<file path="src/design/fpos_pkg.sv">
// Package: opcodes, security register layout, timing counts and state types.
package fpos_pkg;

    // ------------------------------------------------------------
    // Opcodes
    // ------------------------------------------------------------
    localparam logic [7:0] OP_DEEP_SLEEP = 8'hb9;
    localparam logic [7:0] OP_ENTER_OTP  = 8'hb1;
    localparam logic [7:0] OP_EXIT_OTP   = 8'hc1;
    localparam logic [7:0] OP_READ_SEC   = 8'h2b;
    localparam logic [7:0] OP_WRITE_SEC  = 8'h2f;

    // ------------------------------------------------------------
    // Security status register layout
    // ------------------------------------------------------------
    localparam int         SEC_FACTORY_BIT = 0;
    localparam int         SEC_ULOCK_BIT   = 1;
    localparam int         SEC_PSUSP_BIT   = 2;
    localparam int         SEC_ESUSP_BIT   = 3;
    localparam int         SEC_PFAIL_BIT   = 5;
    localparam int         SEC_EFAIL_BIT   = 6;
    localparam logic       SEC_FLAG_RST    = 1'b0;
    localparam logic [7:0] SEC_RSVD_VALUE  = 8'h00;

    // ------------------------------------------------------------
    // Timing
    // ------------------------------------------------------------
    localparam int CLK_PERIOD_NS       = 10;
    localparam int SLEEP_ENTRY_DELAY_NS = 3000;
    localparam int WAKE_PULSE_WIDTH_NS  = 20;
    localparam int WAKE_RELEASE_DELAY_NS = 2000;
    localparam int CNT_W               = 12;
    localparam logic [CNT_W-1:0] SLEEP_ENTRY_CYC =
        CNT_W'((SLEEP_ENTRY_DELAY_NS + CLK_PERIOD_NS - 1) / CLK_PERIOD_NS);
    localparam logic [CNT_W-1:0] WAKE_PULSE_CYC =
        CNT_W'((WAKE_PULSE_WIDTH_NS + CLK_PERIOD_NS - 1) / CLK_PERIOD_NS);
    localparam logic [CNT_W-1:0] WAKE_RELEASE_CYC =
        CNT_W'((WAKE_RELEASE_DELAY_NS + CLK_PERIOD_NS - 1) / CLK_PERIOD_NS);

    // ------------------------------------------------------------
    // State
    // ------------------------------------------------------------
    typedef enum logic [3:0] {
        ST_STANDBY = 4'h1,
        ST_ENTER   = 4'h2,
        ST_SLEEP   = 4'h4,
        ST_RELEASE = 4'h8
    } fpos_mode_t;

    typedef struct packed {
        logic             cs_s1;
        logic             cs_s2;
        logic             cs_q;
        logic             ck_s1;
        logic             ck_s2;
        logic             ck_q;
        logic             si_s1;
        logic             si_s2;
        fpos_mode_t       mode;
        logic [CNT_W-1:0] cnt;
        logic [2:0]       bitcnt;
        logic [1:0]       nbytes;
        logic [7:0]       shin;
        logic [7:0]       opcode;
        logic             rd_on;
        logic [2:0]       rd_cnt;
        logic [7:0]       rd_sh;
        logic             so;
        logic             otp;
        logic             ulock;
        logic             loaded;
        logic             lock_pulse;
        logic             program_suspended_flag;
        logic             erase_suspended_flag;
        logic             pfail;
        logic             efail;
    } fpos_regs_t;

endpackage : fpos_pkg

</file>
<file path="src/design/fpos_core.sv">
// Command logic for deep sleep, secured OTP mode and the security status register.
//
// Contract
// Sleep opcode alone, executed only on byte boundary.
// Wait entry delay, then enter deep sleep.
// Deep sleep ignores every clocked-in instruction.
// Host waits minimum dwell before wake pulse.
// Wake on long-enough low pulse or reset.
// Release delay after wake before standby.
// Enter-OTP opcode alone switches to OTP mode.
// OTP mode blocks main array; area 8K-bit.
// Read/program commands address OTP in OTP mode.
// Locked OTP data cannot be updated.
// No status/security writes during OTP access.
// Exit-OTP opcode alone returns to array access.
// Security read accepted at any time; code accepts it only as the first byte in standby mode.
// Security read shifts out until select rises.
// Byte MSB first, re-sampled every eight clocks.
// Bit0 read-only factory lock indicator.
// Bit1 user lock, set once, permanent.
// Host sends write enable before lock write.
// Bit2 set on program suspend, cleared resume.
// Bit3 set on erase suspend, cleared resume.
// Bit5 program fail, cleared by next success.
// Bit6 erase fail, cleared by next success.
// Volatile flags reset zero; bits 7,4 reserved.
module fpos_core
    import fpos_pkg::*;
(
    // System
    input  wire logic       clk_sys,
    input  wire logic       nrst,
    // Serial pins
    input  wire logic       cs_n,
    input  wire logic       sclk,
    input  wire logic       si,
    output logic            so,
    output logic            so_oe,
    // Array engine events
    input  wire logic       prog_suspend,
    input  wire logic       prog_resume,
    input  wire logic       erase_suspend,
    input  wire logic       erase_resume,
    input  wire logic       prog_done,
    input  wire logic       prog_fail,
    input  wire logic       erase_done,
    input  wire logic       erase_fail,
    // Non-volatile bits and write latch
    input  wire logic       factory_lock_nv,
    input  wire logic       user_lock_nv,
    input  wire logic       write_latch,
    // Mode and status outputs
    output logic            deep_sleep,
    output logic            standby,
    output logic            otp_mode,
    output logic            array_access,
    output logic            otp_lo_write_en,
    output logic            otp_hi_write_en,
    output logic            status_write_block,
    output logic            user_lock_program,
    output logic [7:0]      sec_reg
);

    // ------------------------------------------------------------
    // Reset release
    // ------------------------------------------------------------
    logic       rst_meta;
    logic       rst_n;

    always_ff @(posedge clk_sys or negedge nrst) begin
        if (!nrst) begin
            rst_meta <= 1'b0;
            rst_n    <= 1'b0;
        end else begin
            rst_meta <= 1'b1;
            rst_n    <= rst_meta;
        end
    end

    // ------------------------------------------------------------
    // State
    // ------------------------------------------------------------
    fpos_regs_t s_reg;
    fpos_regs_t s_next;
    logic       cs_rise;
    logic       cs_fall;
    logic       ck_rise;
    logic       ck_fall;
    logic [7:0] byte_in;

    function automatic logic [CNT_W-1:0] cnt_step(input logic [CNT_W-1:0] c);
        cnt_step = (c == {CNT_W{1'b1}}) ? c : c + {{(CNT_W-1){1'b0}}, 1'b1};
    endfunction : cnt_step

    assign cs_rise = s_reg.cs_s2 & ~s_reg.cs_q;
    assign cs_fall = ~s_reg.cs_s2 & s_reg.cs_q;
    assign ck_rise = s_reg.ck_s2 & ~s_reg.ck_q;
    assign ck_fall = ~s_reg.ck_s2 & s_reg.ck_q;
    assign byte_in = {s_reg.shin[6:0], s_reg.si_s2};

    // factory bit
    always_comb begin
        sec_reg                  = SEC_RSVD_VALUE;
        sec_reg[SEC_FACTORY_BIT] = factory_lock_nv;
        sec_reg[SEC_ULOCK_BIT]   = s_reg.ulock;
        sec_reg[SEC_PSUSP_BIT]   = s_reg.program_suspended_flag;
        sec_reg[SEC_ESUSP_BIT]   = s_reg.erase_suspended_flag;
        sec_reg[SEC_PFAIL_BIT]   = s_reg.pfail;
        sec_reg[SEC_EFAIL_BIT]   = s_reg.efail;
    end

    always_comb begin
        s_next            = s_reg;
        s_next.lock_pulse = 1'b0;
        s_next.cs_s1      = cs_n;
        s_next.cs_s2      = s_reg.cs_s1;
        s_next.cs_q       = s_reg.cs_s2;
        s_next.ck_s1      = sclk;
        s_next.ck_s2      = s_reg.ck_s1;
        s_next.ck_q       = s_reg.ck_s2;
        s_next.si_s1      = si;
        s_next.si_s2      = s_reg.si_s1;

        // The lock bit lives in non-volatile cells; it is copied once after reset.
        if (!s_reg.loaded) begin
            s_next.loaded = 1'b1;
            s_next.ulock  = user_lock_nv;
        end

        // suspend flag, set wins over clear
        if (prog_suspend) begin
            s_next.program_suspended_flag = 1'b1;
        end else if (prog_resume) begin
            s_next.program_suspended_flag = 1'b0;
        end
        // erase suspend flag
        if (erase_suspend) begin
            s_next.erase_suspended_flag = 1'b1;
        end else if (erase_resume) begin
            s_next.erase_suspended_flag = 1'b0;
        end
        // program fail flag
        if (prog_fail) begin
            s_next.pfail = 1'b1;
        end else if (prog_done) begin
            s_next.pfail = 1'b0;
        end
        // erase fail flag
        if (erase_fail) begin
            s_next.efail = 1'b1;
        end else if (erase_done) begin
            s_next.efail = 1'b0;
        end

        // Framing restarts at every select fall.
        if (cs_fall) begin
            s_next.bitcnt = 3'h0;
            s_next.nbytes = 2'h0;
            s_next.rd_on  = 1'b0;
        end

        if (ck_rise && !s_reg.cs_s2) begin
            s_next.shin   = byte_in;
            s_next.bitcnt = s_reg.bitcnt + 3'h1;
            if (s_reg.bitcnt == 3'h7) begin
                s_next.opcode = byte_in;
                if (s_reg.nbytes != 2'h2) begin
                    s_next.nbytes = s_reg.nbytes + 2'h1;
                end
                // security read accepted as first byte in ST_STANDBY only, regardless of array engine state
                if (s_reg.nbytes == 2'h0 && s_reg.mode == ST_STANDBY
                        && byte_in == OP_READ_SEC) begin
                    s_next.rd_on  = 1'b1;
                    s_next.rd_cnt = 3'h0;
                end
            end
        end

        // byte re-sampled every eight clocks
        if (ck_fall && s_reg.rd_on && !s_reg.cs_s2) begin
            s_next.rd_cnt = s_reg.rd_cnt + 3'h1;
            if (s_reg.rd_cnt == 3'h0) begin
                s_next.so    = sec_reg[7];
                s_next.rd_sh = {sec_reg[6:0], 1'b0};
            end else begin
                s_next.so    = s_reg.rd_sh[7];
                s_next.rd_sh = {s_reg.rd_sh[6:0], 1'b0};
            end
        end

        // output ends with select rise
        if (cs_rise) begin
            s_next.rd_on = 1'b0;
        end

        unique case (s_reg.mode)
            ST_STANDBY: begin
                s_next.cnt = '0;
                // single opcode ending on a byte boundary
                if (cs_rise && s_reg.bitcnt == 3'h0 && s_reg.nbytes == 2'h1) begin
                    if (s_reg.opcode == OP_DEEP_SLEEP) begin
                        s_next.mode = ST_ENTER;
                    end
                    // enter OTP mode
                    if (s_reg.opcode == OP_ENTER_OTP) begin
                        s_next.otp = 1'b1;
                    end
                    // leave OTP mode
                    if (s_reg.opcode == OP_EXIT_OTP) begin
                        s_next.otp = 1'b0;
                    end
                    // lock write refused in OTP mode; R17 R18 lock set once
                    if (s_reg.opcode == OP_WRITE_SEC && !s_reg.otp
                            && write_latch && !s_reg.ulock) begin
                        s_next.ulock      = 1'b1;
                        s_next.lock_pulse = 1'b1;
                    end
                end
            end
            // entry delay
            ST_ENTER: begin
                if (s_reg.cnt == SLEEP_ENTRY_CYC - 1'b1) begin
                    s_next.mode = ST_SLEEP;
                    s_next.cnt  = '0;
                end else begin
                    s_next.cnt = cnt_step(s_reg.cnt);
                end
            end
            // instructions ignored; R5 wake pulse measured
            ST_SLEEP: begin
                if (!s_reg.cs_s2) begin
                    s_next.cnt = cnt_step(s_reg.cnt);
                end
                if (cs_rise) begin
                    s_next.cnt = '0;
                    if (s_reg.cnt >= WAKE_PULSE_CYC) begin
                        s_next.mode = ST_RELEASE;
                    end
                end
            end
            // release delay
            ST_RELEASE: begin
                if (s_reg.cnt == WAKE_RELEASE_CYC - 1'b1) begin
                    s_next.mode = ST_STANDBY;
                    s_next.cnt  = '0;
                end else begin
                    s_next.cnt = cnt_step(s_reg.cnt);
                end
            end
            default: begin
                s_next.mode = ST_STANDBY;
                s_next.cnt  = '0;
            end
        endcase
    end

    // volatile flags reset to zero
    always_ff @(posedge clk_sys or negedge rst_n) begin
        if (!rst_n) begin
            s_reg        <= '0;
            s_reg.cs_s1  <= 1'b1;
            s_reg.cs_s2  <= 1'b1;
            s_reg.cs_q   <= 1'b1;
            s_reg.mode   <= ST_STANDBY;
            s_reg.program_suspended_flag    <= SEC_FLAG_RST;
            s_reg.erase_suspended_flag    <= SEC_FLAG_RST;
            s_reg.pfail  <= SEC_FLAG_RST;
            s_reg.efail  <= SEC_FLAG_RST;
        end else begin
            s_reg <= s_next;
        end
    end

    // ------------------------------------------------------------
    // Outputs
    // ------------------------------------------------------------
    assign so                 = s_reg.so;
    assign so_oe              = s_reg.rd_on & ~s_reg.cs_s2;
    assign deep_sleep         = (s_reg.mode == ST_SLEEP);
    assign standby            = (s_reg.mode == ST_STANDBY);
    assign otp_mode           = s_reg.otp;
    // array blocked, reads and programs go to OTP
    assign array_access       = ~s_reg.otp;
    // locked halves refuse updates
    assign otp_lo_write_en    = s_reg.otp & ~s_reg.ulock;
    assign otp_hi_write_en    = s_reg.otp & ~factory_lock_nv;
    // status register writes blocked in OTP mode
    assign status_write_block = s_reg.otp;
    assign user_lock_program  = s_reg.lock_pulse;

    // ------------------------------------------------------------
    // Assertions
    // ------------------------------------------------------------
    localparam int REL_D = int'(WAKE_RELEASE_CYC);
endmodule : fpos_core

</file>
<file path="config.mk">
export PLATFORM = sky130hd
export DESIGN_NAME = fpos_core
export DESIGN_NICKNAME = d
export VERILOG_FILES = /design/src/design/fpos_pkg.sv /design/src/design/fpos_core.sv
export SDC_FILE = /design/constraint.sdc
export NUM_CORES = 1
export LEC_CHECK = 0
export ABC_AREA = 1
export BUFFER_PORTS_ARGS = -buffer_cell sky130_fd_sc_hd__buf_2
export CAP_MARGIN = 0
export CORE_MARGIN = 3
export CORE_UTILIZATION = 50
export CTS_CLUSTER_DIAMETER = 80
export DETAILED_ROUTE_END_ITERATION = 10
export GPL_ROUTABILITY_DRIVEN = 0
export GPL_TIMING_DRIVEN = 0
export PLACE_DENSITY = 0.72
export REMOVE_ABC_BUFFERS = 1
export SLEW_MARGIN = 15
export SYNTH_ARGS = -nofsm -noshare
export SYNTH_HDL_FRONTEND = slang
export SYNTH_SLANG_ARGS = --single-unit
</file>
<file path="constraint.sdc">
create_clock -name clk_sys -period 1.9 [get_ports clk_sys]
set_input_delay 0.095 -clock clk_sys [delete_from_list [all_inputs] [get_ports clk_sys]]
set_output_delay 0.095 -clock clk_sys [all_outputs]
set_load 0.01 [all_outputs]
</file>
# Word level (Yosys, flattened, before mapping)
# Cells that the tools add are included.
[op_classes]
n_reduce_logical = 29
bitwise_logic = 14
addsub = 4
eq_ne = 22
magnitude_cmp = 1
muxes = 38
[ops]
columns = ["op", "count"]
rows = [
  ["12-bit 2-to-1 mux", 6],
  ["16-bit case mux with 4 select lines", 1],
  ["25-bit 2-to-1 mux", 1],
  ["8-bit equality test (second input constant)", 3],
  ["4-bit 2-to-1 mux", 6],
  ["1-bit 2-to-1 mux", 18],
  ["2-bit nonzero test", 9],
  ["8-bit by 6-bit equality test with 1-bit output (second input constant)", 2],
  ["16-bit 2-to-1 mux", 1],
  ["12-bit by 1-bit adder with 12-bit output (second input constant)", 1],
  ["12-bit equality test (second input constant)", 1],
  ["12-bit by 8-bit equality test with 1-bit output (second input constant)", 1],
  ["12-bit by 9-bit equality test with 1-bit output (second input constant)", 1],
  ["12-bit by 2-bit greater-or-equal comparator with 1-bit output (second input constant)", 1],
  ["1-bit logical AND", 10],
  ["9-bit 2-to-1 mux", 1],
  ["2-bit by 1-bit != test with 1-bit output (second input constant)", 4],
  ["1-bit AND", 7],
  ["1-bit NOT", 7],
  ["3-bit by 1-bit adder with 3-bit output (second input constant)", 2],
  ["3-bit logical NOT", 2],
  ["2-bit 2-to-1 mux", 3],
  ["2-bit != test (second input constant)", 3],
  ["3-bit AND reduction", 2],
  ["other kinds (13)", 15],
]
[totals]
ff_bits = 68
in_bits = 16
elab_cells = 136

# Longest topological paths before layout
[depth]
ltp_word = 7
depth_mapped = 10

# Worst setup path before layout
# No wires, ideal clock.
[synth_path]
path_kind = "register to register"
start = "reg s_reg[43] in the netlist's numbering"
end = "reg s_reg[42] in the netlist's numbering"
path_buffers = 0
t_arrival_ns = 1.300
period_less_slack_ns = 1.420
path_stages_with_launch = 8
setup_slack_ns = 0.480
required_ns = 1.780
setup_time_ns = 0.120
cell_sequence = "dfrtp_1 > ha_1 > nand2_2 > nor2_8 > nand4_4 > nand2_4 > xor2_1 > nor2_1"
[synth_via]
elab_chain_cells = 5
[synth_lines]
columns = ["item", "line_no", "source"]
rows = [
  ["start: declaration", "fpos_core.sv:83", "fpos_regs_t s_reg;"],
  ["start signal: assignment", "fpos_core.sv:270", "s_reg <= s_next;"],
  ["12-bit equality test", "fpos_core.sv:92", "cnt_step = (c == {CNT_W{1'b1}}) ? c : c + {{(CNT_W-1){1'b0}}, 1'b1};"],
  ["12-bit 2-to-1 mux (2 in series)", "--", ""],
  ["16-bit 2-to-1 mux", "--", ""],
  ["16-bit case mux with 4 select lines *", "fpos_core.sv:196", "unique case (s_reg.mode)"],
]
# Every way passes the cells marked *; elsewhere a longest branch is shown, timed or not. The select of a mux whose other input is x is not followed.
# A chain may end at the register's enable or synchronous reset.

# Final worst setup path
[layout_path]
start = "reg s_reg[43] in the netlist's numbering"
end = "reg s_reg[43] in the netlist's numbering"
[layout_via]
elab_chain_cells = 5
[layout_lines]
columns = ["item", "line_no", "source"]
rows = [
  ["12-bit by 1-bit adder with 12-bit output or 12-bit equality test (tied branches)", "fpos_core.sv:92", ""],
  ["12-bit 2-to-1 mux", "fpos_core.sv:92", ""],
  ["12-bit 2-to-1 mux", "fpos_core.sv:231", "if (!s_reg.cs_s2) begin"],
  ["16-bit 2-to-1 mux", "fpos_core.sv:234", "if (cs_rise) begin"],
  ["16-bit case mux with 4 select lines *", "fpos_core.sv:196", ""],
]
# Marked as above.

==> summary.md <==
| Metric | Value |
|---|---|
| Outcome | `completed` |
| Post-synthesis sequential area ratio | `50.0%` |
| Worst Path Arrival | `1900 ps` |
| Crit start category | `flop` |
| Nets | `470` |
| Worst setup path class | `reg -> reg` |
| Post-synth EDFFs | `0` |
| Vias per cell | `5.02` |
| Crit-path slowest cell | `dfrtp_1` |
| Slowest cell delay on critical path | `430 ps` |
| # diodes | `0` |
| CP Cell Sequence | `ha_1 > nand2_2 > nor2_1 > nand3_1 > nand2_1 > nand3_4 > inv_1 > nor2_1` |
| Initial antenna violation count | `0` |
| Yosys reg bits | `66` |
| First-pass GRT wire length | `11200 um` |
| Yosys top cell area share | `46.8%` |
| Share of layout cells above drive strength 1 | `17.5%` |
| Worst path most repeated cell | `nor2_1` |
| Ys async rst share | `100%` |
| DRC errors left | `0` |
| Synthesis Warnings | `0` |
| GRT Residual Overflow | `0` |
| Worst path bufs/invs | `1` |
| Mean post-synth cell area | `8.33 um^2` |
| Required @ worst endpoint | `2120 ps` |
| Cell taking the most area after synthesis | `dfrtp_1` |
| Synth Instances | `398` |
| Initial DRC Count | `169` |
| Routed Antenna Nets | `0` |
| Static leakage | `2.00 nW` |
| Crit Path Max Fanout | `8` |
| RSZ-0062 raised after global routing | `false` |
| Min Tclk post-route | `1680 ps` |
| Synthesized cell area | `3310 um^2` |
| Max Cap Viol | `0` |
| Clock Skew | `8.29 ps` |
| Vias in the first global route | `2552` |
| Total routed wirelength | `6510 um` |
| First-pass DRT Iterations | `4` |
| WHS | `24.4 ps` |
| Top cells by area, synth | `dfrtp_1 (47%), nand2_1 (10%), inv_1 (6.1%)` |
| Top Family by Delay on Critical Path | `simple AND/OR/NAND/NOR gates` |
| Ports | `34` |
| Initial core utilization | `51.9%` |
| Pwr/cell area | `769 nW/um^2` |
| Hold path depth | `3` |
| TritonCTS clock tree | `built` |
| H-tree depth | `3` |
| Die width | `87.4 um` |
| Period utilisation layout | `88.2%` |
| Fmax | `597 MHz` |
| Total track usage | `18.8%` |
| Total power | `3.01 mW` |
| Port Buffers | `31` |
| Worst vdd ir | `0.640 mV` |
| P&R area growth vs syn | `18.0%` |
| Number of CTS-inserted buffers | `9` |
| Clk root buf | `clkbuf_8` |
| CP endpoint kind | `flop` |
| Longest Clk Path Bufs | `2` |
| # setup viols final | `0` |
| Clock transition at path regs | `80 ps` |
| Post-synthesis cell type count | `38` |
| DR vias | `2654` |
| Worst skew pair latency | `340 ps` |
| Row count | `29` |
| Largest net degree at the start of global routing | `51` |
| Die ar. | `7640 um^2` |
| Max Slew Vio Count | `0` |
| Core Area | `6390 um^2` |
| Main flop type after synthesis | `dfrtp_1` |
| Die Span Y | `87.4 um` |
| Clock sink count | `66` |
| Max reg flops | `43` |
| Number of stages on the worst setup path | `8` |
| R2R cell count | `8` |
| Wire per inst | `12.3 um` |
| Final Hold Viols | `0` |
| Worst Hold Class | `in -> reg` |
| Detailed placement HPWL | `4450 um` |
routing by layer:
metal	share of wire [%]	vias to the layer above	track usage (%)
met4	1.2	0	8.37
li1	-	1354	-
met1	47	1259	23.8
met2	49	31	30.8
met3	3.1	10	4.07
met5	0	-	0
cells in the mapped netlist (2+ instances only):
master,n
o31ai_1,2
nand4_1,8
nand2_1,92
dfstp_2,4
nor2_4,3
buf_4,10
dfrtp_1,62
ha_1,7
nand3b_1,4
conb_1,2
nand3_1,27
nor3_1,3
nand2_4,2
nor2_1,48
a21oi_1,11
clkbuf_1,2
o21bai_1,4
a22oi_1,3
inv_2,3
o21ai_0,24
xor2_1,2
nor4_1,3
nand2_2,4
inv_1,54
cell usage in the layout (no fill, tap or decap), types with 2 or more instances in the layout:
cell           instances
nand2_2                5
nand2_1               91
nand3_2                2
o21ai_0               24
o31ai_1                2
bufinv_16              2
a22oi_1                3
o21bai_1               4
clkbuf_8               9
nor2_4                 3
nor3_1                 3
dfstp_2                4
a21oi_1               11
buf_4                  3
dlygate4sd3_1         14
ha_1                   7
conb_1                 4
inv_2                  3
nand4_1                8
dfrtp_1               61
nor4_1                 3
inv_1                 54
nand3_1               26
nor2_1                48
inv_6                  2
buf_2                 31
xor2_1                 2
nand2_4                2
nand3b_1               4
stage by stage:
stage	cells	area [um^2]	utilization (%)	setup slack [ps]	setup TNS [ps]
CTS	526	3880	60.8	28.8	0
detailed placement	496	3520	55.1	39.4	0
global route	529	3910	61.2	63.7	0
global placement	495	3490	54.6	-822	-49850
finish	529	3910	61.2	225	0
floorplan	387	3230	-	-66.9	-4010
cell families after synthesis:
group / share of synthesized area, %
multiplexers: 0.302
AO/OA/AOI/OAI: 7.89
adder cells (fa/ha/maj): 2.64
other: 0.227
AND/OR/NAND/NOR: 29.1
XOR/XNOR: 0.529
buffers and inverters: 9.29
flip-flops: 50.0
path summary, 6_finish.rpt:
check                                      start                     to  slack (ps)
setup / recovery           s_reg[43]$_DFFE_PN0P_  s_reg[43]$_DFFE_PN0P_         220
hold reg to reg                  rst_n$_DFF_PN0_  s_reg[39]$_DFFE_PN0P_         180
hold / removal                   factory_lock_nv  s_reg[10]$_DFFE_PN0P_          20
setup reg to reg           s_reg[43]$_DFFE_PN0P_  s_reg[43]$_DFFE_PN0P_         220
min in group asynchronous                   nrst        rst_n$_DFF_PN0_          60
max in group asynchronous        rst_n$_DFF_PN0_  s_reg[54]$_DFFE_PN1P_        1160
where the power goes:
| part | switching (mW) | leakage, nW | internal, mW |
|---|---|---|---|
| registers | 0.0519 | 0.846 | 1.47 |
| clock network | 0.568 | 0.110 | 0.747 |
| logic | 0.0963 | 1.05 | 0.0794 |
worst register-to-register path, cell delays in order (launching register included):
cell,delay [ps]
dfrtp_1,430
ha_1,230
nand2_2,120
nor2_1,110
nand3_1,80
nand2_1,160
nand3_4,150
inv_1,190
nor2_1,80
final cells by class:
class                   instances  area, um^2
inverters                      58         220
well taps                      77        96.3
flip-flops and latches         66        1660
fillers                       545        2480
clock inverters                 7        98.8
clock buffers                   9         124
multi-input cells             263        1370
repair buffers                 49         345
what timing repair did:
action | CTS | global route
hold buffers | 14 | 0
setup buffers | 0 | 3
gates resized for setup | 0 | 2
hold endpoints to repair | 11 | 0
setup endpoints to repair | 0 | 7
Power figures use the tool's default switching activity.
